--- config.mk ---
export PLATFORM = sky130hd
export DESIGN_NAME = incremental_encoder_speed_eval
export DESIGN_NICKNAME = d
export VERILOG_FILES = /design/src/rtl/enc_pkg.sv /design/src/rtl/incremental_encoder_speed_eval.sv
export SDC_FILE = /design/constraint.sdc
export NUM_CORES = 2
export LEC_CHECK = 0
export ABC_AREA = 1
export BUFFER_PORTS_ARGS = -buffer_cell sky130_fd_sc_hd__buf_2
export CAP_MARGIN = 15
export CORE_ASPECT_RATIO = 1.1
export CORE_MARGIN = 3
export CORE_UTILIZATION = 50
export DETAILED_ROUTE_END_ITERATION = 10
export GPL_ROUTABILITY_DRIVEN = 0
export PLACE_DENSITY = 0.67
export RECOVER_POWER = 50
export SLEW_MARGIN = 10
export SYNTH_ARGS = -nofsm -noshare
export SYNTH_HDL_FRONTEND = slang
export SYNTH_SLANG_ARGS = --single-unit
--- constraint.sdc ---
create_clock -name clk -period 36 [get_ports clk]
set_input_delay 0 -clock clk [delete_from_list [all_inputs] [get_ports clk]]
set_output_delay 0 -clock clk [all_outputs]
set_load 0.01 [all_outputs]
--- src/rtl/enc_pkg.sv ---
// constants, register map and types for the incremental speed sensor evaluator
package enc_pkg;

    // clock and measurement window
    localparam int CLK_MHZ = 250;
    localparam int WINDOW_US = 1000;
    localparam int WINDOW_CYC = WINDOW_US * CLK_MHZ;
    // speed unit is 0.01 rpm: edges per window * 60 s/min * 1e6/WINDOW_US * 100
    localparam logic [22:0] SPEED_SCALE = 23'(64'd6000000000 / 64'(WINDOW_US));

    // register byte offsets
    localparam logic [7:0] OFF_MODE = 8'h00;
    localparam logic [7:0] OFF_MARKS = 8'h04;
    localparam logic [7:0] OFF_GEAR_NUM = 8'h08;
    localparam logic [7:0] OFF_GEAR_DEN = 8'h0c;
    localparam logic [7:0] OFF_FILT_TC = 8'h10;
    localparam logic [7:0] OFF_DRIVE_CFG = 8'h14;
    localparam logic [7:0] OFF_STATUS = 8'h18;
    localparam logic [7:0] OFF_SPEED = 8'h1c;
    localparam logic [7:0] OFF_RAW_SPEED = 8'h20;
    localparam logic [7:0] OFF_POSITION = 8'h24;

    // status fields
    localparam int ST_FAULT = 0;
    localparam int ST_SEEN = 1;
    localparam int ST_DIR = 2;

    // reset values and ranges
    localparam logic [15:0] MODE_RST = 16'h0000;
    localparam logic [13:0] MARKS_RST = 14'd1024;
    localparam logic [13:0] MARKS_MIN = 14'd1;
    localparam logic [13:0] MARKS_MAX = 14'd8192;
    localparam logic signed [15:0] GEAR_NUM_RST = 16'sd100;
    localparam logic signed [15:0] GEAR_NUM_MAX = 16'sd30000;
    localparam logic [15:0] GEAR_DEN_RST = 16'd100;
    localparam logic [15:0] GEAR_DEN_MIN = 16'd1;
    localparam logic [15:0] GEAR_DEN_MAX = 16'd30000;
    localparam logic [14:0] FILT_TC_RST = 15'd0;
    localparam logic [14:0] FILT_TC_MAX = 15'd32000;
    localparam logic [15:0] DRIVE_CFG_RST = 16'd0;

    // drive configurations that hand track b to the sensor by default
    localparam logic [15:0] CFG_A = 16'd210;
    localparam logic [15:0] CFG_B = 16'd211;
    localparam logic [15:0] CFG_C = 16'd230;

    // divider length
    localparam logic [6:0] DIV_STEPS = 7'd64;

    typedef enum logic [1:0] {
        CH_OFF = 2'b00,
        CH_QUAD = 2'b01,
        CH_UNSIGNED = 2'b10,
        CH_DIRPIN = 2'b11
    } chan_t;

    typedef enum logic [1:0] {
        CALC_IDLE = 2'b00,
        CALC_SPEED = 2'b01,
        CALC_FILT = 2'b10
    } calc_t;

endpackage : enc_pkg

--- src/rtl/incremental_encoder_speed_eval.sv ---
// speed sensor evaluation: track decoding, index check, speed, gear, filter, apb registers
//
// Contract
// - modes 1001/1002/1004 decode a and b with direction, index on the index input, 1/2/4 edges.
// - modes 1011/1012 use track a only, positive speed, 1/2 edges, index used, track b freed.
// - modes 1031/1032 count track a 1/2 edges, index used, direction input low positive.
// - modes 1101/1102/1104 act as 1001/1002/1004 with the speed negated.
// - modes 1111/1112 act as 1011/1012 with the speed negative.
// - modes 1131/1132 count track a 1/2 edges, index used, direction input low negative.
// - drive configurations 210, 211 and 230 assign track b to the sensor by default.
// - unsigned modes 11 and 12 leave track b free for other functions.
// - the division mark count is 1 to 8192, 1024 after reset, and converts edges to speed.
// - speed is scaled by numerator -300.00..300.00 over denominator 0.01..300.00, both 1.00.
// - speed is low-pass filtered with a 0 to 32000 us time constant, 0 meaning none.
// - edge rates up to 150 kHz on tracks a and b are counted without loss.
// - in index modes the index spacing is checked against the mark count and faults flagged.
// - mode 0 stops measurement and frees the track inputs.
//
// The APB register port and the address map were chosen for this implementation.
`timescale 1ns/1ps

module incremental_encoder_speed_eval
    import enc_pkg::*;
#(
    parameter int WINDOW_CYCLES = enc_pkg::WINDOW_CYC
) (
    // clock and reset
    input wire logic clk,
    input wire logic reset,
    // apb slave
    input wire logic psel,
    input wire logic penable,
    input wire logic pwrite,
    input wire logic [7:0] paddr,
    input wire logic [31:0] pwdata,
    output logic [31:0] prdata,
    output logic pready,
    output logic pslverr,
    // sensor pins
    input wire logic track_a_input,
    input wire logic track_b_or_direction_input,
    input wire logic index_track_input,
    // results
    output logic signed [31:0] speed_out,
    output logic index_mark_pulse,
    output logic index_fault,
    output logic track_a_free,
    output logic track_b_free,
    output logic track_b_assigned
);
    import enc_pkg::*;

    ////////////////////////////////////////////////////////////////////////////////////////////
    // registers and mode decode

    logic [15:0] mode_r;
    logic [13:0] marks_r;
    logic signed [15:0] gear_num_r;
    logic [15:0] gear_den_r;
    logic [14:0] filt_tc_r;
    logic [15:0] drive_cfg_r;
    logic fault_r;
    logic seen_r;
    logic dir_r;
    logic signed [31:0] raw_r;
    logic signed [31:0] filt_r;
    logic signed [31:0] pos_r;
    logic [31:0] prdata_r;

    chan_t chan;
    logic [2:0] eval;
    logic invert;
    logic ref_mode;

    always_comb begin
        chan = CH_OFF;
        eval = 3'd1;
        invert = 1'b0;
        ref_mode = 1'b1;
        unique case (mode_r)
            16'd1001: chan = CH_QUAD;
            16'd1002: begin chan = CH_QUAD; eval = 3'd2; end
            16'd1004: begin chan = CH_QUAD; eval = 3'd4; end
            16'd1011: chan = CH_UNSIGNED;
            16'd1012: begin chan = CH_UNSIGNED; eval = 3'd2; end
            16'd1031: chan = CH_DIRPIN;
            16'd1032: begin chan = CH_DIRPIN; eval = 3'd2; end
            16'd1101: begin chan = CH_QUAD; invert = 1'b1; end
            16'd1102: begin chan = CH_QUAD; eval = 3'd2; invert = 1'b1; end
            16'd1104: begin chan = CH_QUAD; eval = 3'd4; invert = 1'b1; end
            16'd1111: begin chan = CH_UNSIGNED; invert = 1'b1; end
            16'd1112: begin chan = CH_UNSIGNED; eval = 3'd2; invert = 1'b1; end
            16'd1131: begin chan = CH_DIRPIN; invert = 1'b1; end
            16'd1132: begin chan = CH_DIRPIN; eval = 3'd2; invert = 1'b1; end
            16'd11: begin chan = CH_UNSIGNED; ref_mode = 1'b0; end
            16'd12: begin chan = CH_UNSIGNED; eval = 3'd2; ref_mode = 1'b0; end
            default: begin chan = CH_OFF; ref_mode = 1'b0; end
        endcase
    end

    // track b belongs to the sensor only when the mode reads it
    logic uses_b;
    logic cfg_default_b;
    assign uses_b = (chan == CH_QUAD) || (chan == CH_DIRPIN);
    assign cfg_default_b = (drive_cfg_r == CFG_A) || (drive_cfg_r == CFG_B)
        || (drive_cfg_r == CFG_C);

    always_ff @(posedge clk or posedge reset) begin
        if (reset) begin
            track_a_free <= 1'b1;
            track_b_free <= 1'b1;
            track_b_assigned <= 1'b0;
        end else begin
            track_a_free <= (chan == CH_OFF);
            track_b_free <= !uses_b;
            track_b_assigned <= cfg_default_b && (chan == CH_OFF || uses_b);
        end
    end

    ////////////////////////////////////////////////////////////////////////////////////////////
    // input synchronisers and edge detection

    logic [2:0] pin_m;
    logic [2:0] pin_s;
    logic [2:0] pin_d;

    always_ff @(posedge clk or posedge reset) begin
        if (reset) begin
            pin_m <= 3'h0;
            pin_s <= 3'h0;
            pin_d <= 3'h0;
        end else begin
            pin_m <= {index_track_input, track_b_or_direction_input, track_a_input};
            pin_s <= pin_m;
            pin_d <= pin_s;
        end
    end

    logic a_s, b_s, a_d, b_d, a_rise, a_chg, b_chg, z_rise;
    assign a_s = pin_s[0];
    assign b_s = pin_s[1];
    assign a_d = pin_d[0];
    assign b_d = pin_d[1];
    assign a_rise = a_s & ~a_d;
    assign a_chg = a_s ^ a_d;
    assign b_chg = b_s ^ b_d;
    assign z_rise = pin_s[2] & ~pin_d[2];

    // one step per clock at most; 250 MHz leaves wide margin over 150 kHz edges
    logic step;
    logic step_up;

    always_comb begin
        step = 1'b0;
        step_up = 1'b1;
        unique case (chan)
            CH_QUAD: begin
                if (eval == 3'd1) begin
                    step = a_rise;
                    step_up = ~b_s;
                end else if (eval == 3'd2) begin
                    step = a_chg;
                    step_up = a_s ^ b_s;
                end else begin
                    // both tracks moving at once is an illegal gray step and is skipped
                    step = a_chg ^ b_chg;
                    step_up = b_d ^ a_s;
                end
            end
            CH_UNSIGNED, CH_DIRPIN: begin
                step = (eval == 3'd1) ? a_rise : a_chg;
            end
            CH_OFF: step = 1'b0;
        endcase
    end

    ////////////////////////////////////////////////////////////////////////////////////////////
    // window counting, position and index check

    logic [31:0] win_cnt_r;
    logic win_end;
    logic signed [20:0] win_edges_r;
    logic signed [20:0] sample_r;
    logic signed [23:0] idx_delta_r;
    logic [16:0] expected;
    logic [23:0] idx_mag;

    assign win_end = (win_cnt_r == 32'(WINDOW_CYCLES - 1));
    // widen before the product: 8192 marks times 4 edges overflows the mark field
    assign expected = 17'(marks_r) * 17'(eval);
    assign idx_mag = idx_delta_r[23] ? 24'(-idx_delta_r) : 24'(idx_delta_r);

    always_ff @(posedge clk or posedge reset) begin
        if (reset) begin
            win_cnt_r <= 32'h0;
            win_edges_r <= 21'sh0;
            sample_r <= 21'sh0;
        end else begin
            win_cnt_r <= win_end ? 32'h0 : win_cnt_r + 32'h1;
            if (win_end) begin
                sample_r <= win_edges_r;
                win_edges_r <= step ? (step_up ? 21'sd1 : -21'sd1) : 21'sh0;
            end else if (step) begin
                win_edges_r <= step_up ? win_edges_r + 21'sd1 : win_edges_r - 21'sd1;
            end
        end
    end

    logic fault_clr;

    always_ff @(posedge clk or posedge reset) begin
        if (reset) begin
            pos_r <= 32'sh0;
            idx_delta_r <= 24'sh0;
            seen_r <= 1'b0;
            fault_r <= 1'b0;
            index_mark_pulse <= 1'b0;
            dir_r <= 1'b0;
        end else begin
            if (step) begin
                pos_r <= step_up ? pos_r + 32'sd1 : pos_r - 32'sd1;
                dir_r <= ~step_up;
            end
            index_mark_pulse <= z_rise && ref_mode;
            if (!ref_mode) begin
                seen_r <= 1'b0;
                idx_delta_r <= 24'sh0;
            end else if (z_rise) begin
                seen_r <= 1'b1;
                // an edge arriving with the index opens the new turn, else one is lost
                idx_delta_r <= step ? (step_up ? 24'sd1 : -24'sd1) : 24'sh0;
            end else if (step) begin
                idx_delta_r <= step_up ? idx_delta_r + 24'sd1 : idx_delta_r - 24'sd1;
            end
            // a new fault in the clearing cycle wins over the clear
            if (ref_mode && z_rise && seen_r && idx_mag != 24'(expected)) begin
                fault_r <= 1'b1;
            end else if (fault_clr) begin
                fault_r <= 1'b0;
            end
        end
    end

    assign index_fault = fault_r;

    ////////////////////////////////////////////////////////////////////////////////////////////
    // speed conversion and filter, one shared serial divider

    calc_t calc_r;
    logic [63:0] divd_r;
    logic [31:0] dvsr_r;
    logic [32:0] rem_r;
    logic [6:0] cnt_r;
    logic neg_r;

    logic [32:0] rem_sh;
    logic rem_ge;
    logic [20:0] mag;
    logic [15:0] num_mag;
    logic samp_neg;
    logic signed [32:0] diff;
    logic [31:0] diff_mag;
    logic [31:0] quo_sat;

    assign rem_sh = {rem_r[31:0], divd_r[63]};
    assign rem_ge = rem_sh >= {1'b0, dvsr_r};
    assign mag = sample_r[20] ? 21'(-sample_r) : 21'(sample_r);
    assign num_mag = gear_num_r[15] ? 16'(-gear_num_r) : 16'(gear_num_r);
    // quad modes take the sign from the count, pin modes from the direction input
    assign samp_neg = ((chan == CH_QUAD) && sample_r[20])
        ^ ((chan == CH_DIRPIN) && b_s)
        ^ invert
        ^ gear_num_r[15];
    assign quo_sat = (divd_r[63:31] != 33'h0) ? 32'h7fffffff : divd_r[31:0];
    assign diff = 33'(raw_r) - 33'(filt_r);
    assign diff_mag = diff[32] ? 32'(-diff) : 32'(diff);

    always_ff @(posedge clk or posedge reset) begin
        if (reset) begin
            calc_r <= CALC_IDLE;
            divd_r <= 64'h0;
            dvsr_r <= 32'h1;
            rem_r <= 33'h0;
            cnt_r <= 7'h0;
            neg_r <= 1'b0;
            raw_r <= 32'sh0;
            filt_r <= 32'sh0;
        end else begin
            unique case (calc_r)
                CALC_IDLE: begin
                    if (win_end && chan == CH_OFF) begin
                        raw_r <= 32'sh0;
                        filt_r <= 32'sh0;
                    end else if (win_end) begin
                        // edges / (marks * eval) turns, times num / den
                        divd_r <= 64'(mag) * 64'(SPEED_SCALE) * 64'(num_mag);
                        dvsr_r <= 32'(marks_r) * 32'(eval) * 32'(gear_den_r);
                        neg_r <= samp_neg;
                        rem_r <= 33'h0;
                        cnt_r <= 7'h0;
                        calc_r <= CALC_SPEED;
                    end
                end
                CALC_SPEED, CALC_FILT: begin
                    if (cnt_r != DIV_STEPS) begin
                        rem_r <= rem_ge ? rem_sh - {1'b0, dvsr_r} : rem_sh;
                        divd_r <= {divd_r[62:0], rem_ge};
                        cnt_r <= cnt_r + 7'h1;
                    end else if (calc_r == CALC_SPEED) begin
                        raw_r <= neg_r ? -$signed(quo_sat) : $signed(quo_sat);
                        if (filt_tc_r <= 15'(WINDOW_US)) begin
                            filt_r <= neg_r ? -$signed(quo_sat) : $signed(quo_sat);
                            calc_r <= CALC_IDLE;
                        end else begin
                            calc_r <= CALC_FILT;
                        end
                    end else begin
                        // first-order step: y += (x - y) * window / tc
                        filt_r <= diff[32] ? filt_r - $signed(divd_r[31:0])
                            : filt_r + $signed(divd_r[31:0]);
                        calc_r <= CALC_IDLE;
                    end
                    if (calc_r == CALC_SPEED && cnt_r == DIV_STEPS
                        && filt_tc_r > 15'(WINDOW_US)) begin
                        divd_r <= 64'((neg_r ? diff_mag : diff_mag)) * 64'(WINDOW_US);
                        dvsr_r <= 32'(filt_tc_r);
                        rem_r <= 33'h0;
                        cnt_r <= 7'h0;
                    end
                end
                default: calc_r <= CALC_IDLE;
            endcase
        end
    end

    assign speed_out = filt_r;

    ////////////////////////////////////////////////////////////////////////////////////////////
    // apb slave: read data latched in setup, zero-wait access

    logic setup;
    logic access;
    logic wr;
    logic bad_addr;
    logic bad_val;
    logic [31:0] rd_mux;

    assign setup = psel && !penable;
    assign access = psel && penable;
    assign wr = access && pwrite && !pslverr;
    assign pready = access;
    assign prdata = prdata_r;
    assign fault_clr = wr && (paddr == OFF_STATUS) && pwdata[ST_FAULT];

    always_comb begin
        bad_addr = 1'b0;
        bad_val = 1'b0;
        rd_mux = 32'h0;
        unique case (paddr)
            OFF_MODE: rd_mux = {16'h0, mode_r};
            OFF_MARKS: begin
                rd_mux = {18'h0, marks_r};
                bad_val = pwdata > 32'(MARKS_MAX) || pwdata < 32'(MARKS_MIN);
            end
            OFF_GEAR_NUM: begin
                rd_mux = {{16{gear_num_r[15]}}, gear_num_r};
                bad_val = $signed(pwdata) > 32'(GEAR_NUM_MAX)
                    || $signed(pwdata) < -32'(GEAR_NUM_MAX);
            end
            OFF_GEAR_DEN: begin
                rd_mux = {16'h0, gear_den_r};
                bad_val = pwdata > 32'(GEAR_DEN_MAX) || pwdata < 32'(GEAR_DEN_MIN);
            end
            OFF_FILT_TC: begin
                rd_mux = {17'h0, filt_tc_r};
                bad_val = pwdata > 32'(FILT_TC_MAX);
            end
            OFF_DRIVE_CFG: rd_mux = {16'h0, drive_cfg_r};
            OFF_STATUS: rd_mux = {29'h0, dir_r, seen_r, fault_r};
            OFF_SPEED: rd_mux = filt_r;
            OFF_RAW_SPEED: rd_mux = raw_r;
            OFF_POSITION: rd_mux = pos_r;
            default: bad_addr = 1'b1;
        endcase
    end

    assign pslverr = access && (bad_addr || (pwrite && bad_val));

    always_ff @(posedge clk or posedge reset) begin
        if (reset) begin
            prdata_r <= 32'h0;
        end else if (setup) begin
            prdata_r <= rd_mux;
        end
    end

    // out-of-range values are refused and the old setting kept
    always_ff @(posedge clk or posedge reset) begin
        if (reset) begin
            mode_r <= MODE_RST;
            marks_r <= MARKS_RST;
            gear_num_r <= GEAR_NUM_RST;
            gear_den_r <= GEAR_DEN_RST;
            filt_tc_r <= FILT_TC_RST;
            drive_cfg_r <= DRIVE_CFG_RST;
        end else if (wr) begin
            unique case (paddr)
                OFF_MODE: mode_r <= pwdata[15:0];
                OFF_MARKS: marks_r <= pwdata[13:0];
                OFF_GEAR_NUM: gear_num_r <= pwdata[15:0];
                OFF_GEAR_DEN: gear_den_r <= pwdata[15:0];
                OFF_FILT_TC: filt_tc_r <= pwdata[14:0];
                OFF_DRIVE_CFG: drive_cfg_r <= pwdata[15:0];
                default: ;
            endcase
        end
    end

endmodule : incremental_encoder_speed_eval

# After elaboration in Yosys (flattened, before gate mapping)
# Index checks and enable logic that the tools add are counted.
[totals]
input_bits = 48
elab_cells = 255
regBits = 473
output_inout_bits = 71
[classes]
bitwise = 15
n_eq_ne = 49
magnitude_cmp = 9
n_addsub = 17
multipliers = 6
reduce_logical = 57
n_mux = 72
[ops]
columns = ["cell", "n"]
rows = [
  ["$mux 32", 20],
  ["$pmux 32 s10", 1],
  ["$mux 64", 4],
  ["$pmux 32 s2", 4],
  ["$mux 24", 7],
  ["$eq 16x11->1 const B", 9],
  ["$pmux 64 s2", 1],
  ["$mux 21", 6],
  ["$eq 16x10->1 const B", 5],
  ["$gt 32x15->1 const B", 2],
  ["$neg 32->32", 2],
  ["$sub 32x32->32", 2],
  ["$mul 37x16->53", 1],
  ["$eq 16x8->1 const B", 3],
  ["$mul 32x7->39 const B", 1],
  ["$mul 21x16->37 const B", 1],
  ["$mul 14x3->17", 2],
  ["$ge 33x32->1", 1],
  ["$reduce_bool 33->1", 1],
  ["$sub 32x32->33", 1],
  ["$add 32x1->32 const B", 1],
  ["$add 32x2->32 const B", 1],
  ["$add 32x32->32", 1],
  ["$eq 16x4->1 const B", 2],
  ["other kinds (60)", 146],
]

# Depth between registers and ports, before layout
[depth]
depth_word = 12
depth_mapped = 63
depth_no_buf = 61

# Worst setup path before layout
# Ideal clock, no wire load.
[synth_path]
path_kind = "flip-flop to flip-flop"
start = "register sample_r[0]"
end = "register divd_r[55]"
stages_incl_launch_ff = 55
setup_slack_ps = 23621
setup_time_ps = 126
period_less_slack_ps = 12379
required_ps = 35874
path_buffers = 2
t_arrival_ps = 12253
path_cell_list = "dfrtp_1 -> inv_2 -> clkbuf_1 -> ha_1 -> inv_1 -> nor3_1 -> inv_1 -> nor3_1 -> nand2_1 -> nor3_1 -> nand3_1 -> nor4_1 -> ha_1 -> ha_1 -> inv_1 -> fa_1 -> inv_1 -> fa_1 -> (+19 left out) -> fa_1 -> fa_1 -> inv_1 -> fa_1 -> inv_1 -> ha_1 -> nand2_1 -> nor2_1 -> inv_1 -> nor4_1 -> nand3_1 -> or2_2 -> nand3_1 -> nand2_1 -> nand3_1 -> o21ai_0 -> nand2_1 -> o21ai_0"
[synth_between]
elab_chain_len = 7
[synth_rtl]
columns = ["element", "line", "source"]
rows = [
  ["start, declared", "incremental_encoder_speed_eval.sv:183", "logic signed [20:0] sample_r;"],
  ["start signal, assigned", "incremental_encoder_speed_eval.sv:201", "sample_r <= win_edges_r;"],
  ["$neg 21->21", "incremental_encoder_speed_eval.sv:267", "assign mag = sample_r[20] ? 21'(-sample_r) : 21'(sample_r);"],
  ["$mux 21 *", "incremental_encoder_speed_eval.sv:267", ""],
  ["$mul 21x16->37 *", "incremental_encoder_speed_eval.sv:296", "divd_r <= 64'(mag) * 64'(SPEED_SCALE) * 64'(num_mag);"],
  ["$mul 37x16->53 *", "incremental_encoder_speed_eval.sv:296", ""],
  ["$mux 64 *", "incremental_encoder_speed_eval.sv:294", "end else if (win_end) begin"],
  ["$mux 64 *", "incremental_encoder_speed_eval.sv:291", "if (win_end && chan == CH_OFF) begin"],
  ["$pmux 64 s2 *", "incremental_encoder_speed_eval.sv:289", "unique case (calc_r)"],
  ["end signal, assigned", "incremental_encoder_speed_eval.sv:296", ""],
  ["end signal, assigned", "incremental_encoder_speed_eval.sv:307", "divd_r <= {divd_r[62:0], rem_ge};"],
  ["end signal, assigned", "incremental_encoder_speed_eval.sv:325", "divd_r <= 64'((neg_r ? diff_mag : diff_mag)) * 64'(WINDOW_US);"],
  ["end, declared", "incremental_encoder_speed_eval.sv:250", "logic [63:0] divd_r;"],
]
# Every way passes the cells marked *; elsewhere a longest branch is shown, timed or not. The select of a mux whose other input is x is not followed.
# A chain may end at the register's enable or synchronous reset.

# Worst setup path in the final report
[layout_path]
start = "register sample_r[0]"
end = "register divd_r[54]"
# The elaborated chain is that of the path after synthesis.

==> metrics.txt <==
gr usage total 0.314; setup TNS 0 ns; status finished, violations left; Core Box Area 157000 sq um; die area 164000 sq um; sequential element share of the synthesized area 0.149; synthesis-to-finish area growth 5.64%; crit path launch type register; Synth area leader fa_1; DRT Wirelength 258000 microns; Final ANT Viol Nets 0; crit end category register; most frequent cell after synthesis nand2_1; RSZ-0062 raised after global routing no; failing checks max-capacitance violations, max-slew violations; r2r setup slk 22.40 ns; total vias in the final route 74600; Avg Inst Size Synth 7.18 sq um; Synth cell types 67; fraction of layout cells with a size suffix above 1 0.0362; final slew viol count 455; grt total ovfl 0; Synth area leaders fa_1, dfrtp_1, nand2_1; final clock skew 0.0622 ns; final hold vios 0; IO Pins 119; global routing's busiest layer met2; maximum vdd ir drop 69.8 uV; Critical Path RT 36.56 ns; Worst R2R End divd_r[54]; Initial DRC Count 6891; GRT met1 Usage 0.401; leakage power total 45.4 nW; CTS Buf Count 54; Post-synth EDFFs 0; Post-Syn Area 79600 sq um; met2 GRT Util 0.506; Mapped Cells 11100; Tmin final 13.60 ns; worst-path maximum fanout 15; crit path from sample_r[0]; Routed WL per cell 19.6 microns; area of the multi-input gates 58400 sq um; Yosys reg bits 473; maximum clock frequency 0.0735 GHz; CP Class register to register; Worst Setup EP divd_r[54]; vias in the first global route 75200; DRC errors left 0; most frequent cells after synthesis nand2_1, inv_1, nor2_1; Power Density 23.5 nW/um^2; global-route wire length before repair 411000 microns; CTS tree done; most used cell, CP inv_1; Final HPWL DP 210000 microns; site row count 152; Critical Path Max Stage Delay 0.61 ns; dominant synthesized flop cell dfrtp_1; port buffer count 118; post-cts sizing count 0; Register Area 11800 sq um; Util after Layout 0.535; post-synth top area share 0.242; Synthesis Warnings 0; worst slew pin tran 8.54 ns; Max Cap Viol 6; clock root buffer clkbuf_16; Pre-Repair DR Iteration Count 8; CTS sink cnt 473; hold crit path type input port to register; Net Count, Synth 12700; Worst-Skew Late Latency 0.70 ns; Vias/cell 5.66; Arr. time, crit path 14.17 ns; Worst R2R Path Depth 54; Slowest cell on crit path fa_1; Finish-stage setup viols 0; nets 12700; clk slew on worst S/H paths 0.07 ns; Layout fillers 15400; initial antenna violation count 4; Starting Density 0.507; die width 386 microns; final period utilization 0.378; largest net degree at the start of global routing 157; worst r2r src sample_r[0]; clk buf depth 3; htree depth 2; Async SR Flop Fraction 1.00; Die Y 424 microns; relative slew slack -4.70; GR Util met3 0.0628
[logic make-up after synthesis]
| family | Yosys count | synth area share |
|---|---|---|
| and+or+nand+nor | 4713 | 0.248 |
| buffers and inverters | 2462 | 0.119 |
| adders and majority gates | 1614 | 0.344 |
| AOI/OAI and AO/OA | 1501 | 0.105 |
| DFF | 473 | 0.149 |
| xor gates and xnor gates | 317 | 0.0352 |
[placed cells by master (no fill, tap or decap), types with 11 or more instances in the layout]
master	Yosys	final
nand2_1	2589	2591
inv_1	2125	2122
nor2_1	1068	1070
fa_1	961	961
ha_1	653	652
o21ai_0	571	572
nand3_1	543	543
a21oi_1	466	466
dfrtp_1	463	463
xor2_1	222	214
nand4_1	148	149
o21ai_1	118	117
nor3_1	105	105
or2_2	104	104
clkbuf_1	213	92
xnor2_1	92	91
buf_4	22	65
o22ai_1	61	61
clkbuf_16	0	54
a31oi_1	52	52
o21bai_1	51	51
buf_2	44	48
nor4_1	38	37
a21o_1	31	31
dlygate4sd3_1	0	31
nand3b_1	30	30
a221oi_1	30	30
o211ai_1	26	26
a21boi_0	20	20
inv_2	18	19
clkinv_1	15	15
o2111ai_1	15	15
o21a_1	13	13
o31ai_1	12	12
nor2_4	13	12
clkbuf_8	0	11
[critical path: cells and delay by family, from the launching register on]
family,cells,cell delay (ns)
AOI/OAI and AO/OA,5,0.84
DFF,1,0.51
xor gates and xnor gates,1,0.47
adders and majority gates,15,6.69
buffers and inverters,13,1.51
and+or+nand+nor,20,3.42
[worst min path at each step]
stage,startpoint,end,cells after the start
finish,paddr[7],prdata[23],9
global route,pwdata[2],drive_cfg_r[2],4
CTS,reset,prdata[2],3
detailed placement,track_a_input,pin_m[0],1
global placement,track_a_input,pin_m[0],1
floorplan,track_a_input,pin_m[0],0
[power breakdown]
group | total, W | switching (W) | internal, W
sequential | 0.000539 | 0.00000440 | 0.000535
combinational | 0.000867 | 0.000557 | 0.000311
clock | 0.000566 | 0.000250 | 0.000317
[cell type report]
type                            instances  share of cell area
Clock inverter                         18             0.00265
Inverter                             2158              0.0963
Multi-Input combinational cell       8145               0.694
Clock buffer                           81              0.0186
Sequential cell                       473               0.141
Antenna cell                            4            0.000119
Timing Repair Buffer                  221              0.0161
Tap cell                             2079              0.0309
[layer usage]
layer  wire (microns)  vias up
met3            24600      861
met2           115000     3645
met4            16600        0
met5                0        -
li1                 -    34600
met1           102000    35600
[per-stage QoR]
stage	std cells	worst slack [ns]	hold WS, ns	area [sq um]	total power [W]
global placement	13000	22.55	0.110	82100	0.00138
CTS	13200	22.55	0.0265	84200	0.00197
floorplan	11100	22.82	0.0314	79600	0.00117
global route	13200	20.52	0.227	84100	0.00211
finish	13200	22.40	0.196	84100	0.00197
detailed placement	13000	22.66	0.110	82100	0.00139
[state kept, by name, indices dropped and copies added (netlist names), 3 cells and up]
name	cells
sample_r	21
filt_tc_r	15
marks_r	14
dvsr_r	32
win_edges_r	21
raw_r	32
pin_d	3
rem_r	32
prdata	32
divd_r	64
pin_s	3
drive_cfg_r	16
mode_r	16
win_cnt_r	32
pin_m	3
idx_delta_r	24
gear_den_r	16
speed_out	32
gear_num_r	16
cnt_r	7
pos_r	32
[repair_timing]
action,CTS,global route
hold buffers,31,0
setup buffers,0,0
endpoints found under the hold margin,227,0
(Power assumes the default switching activity.)
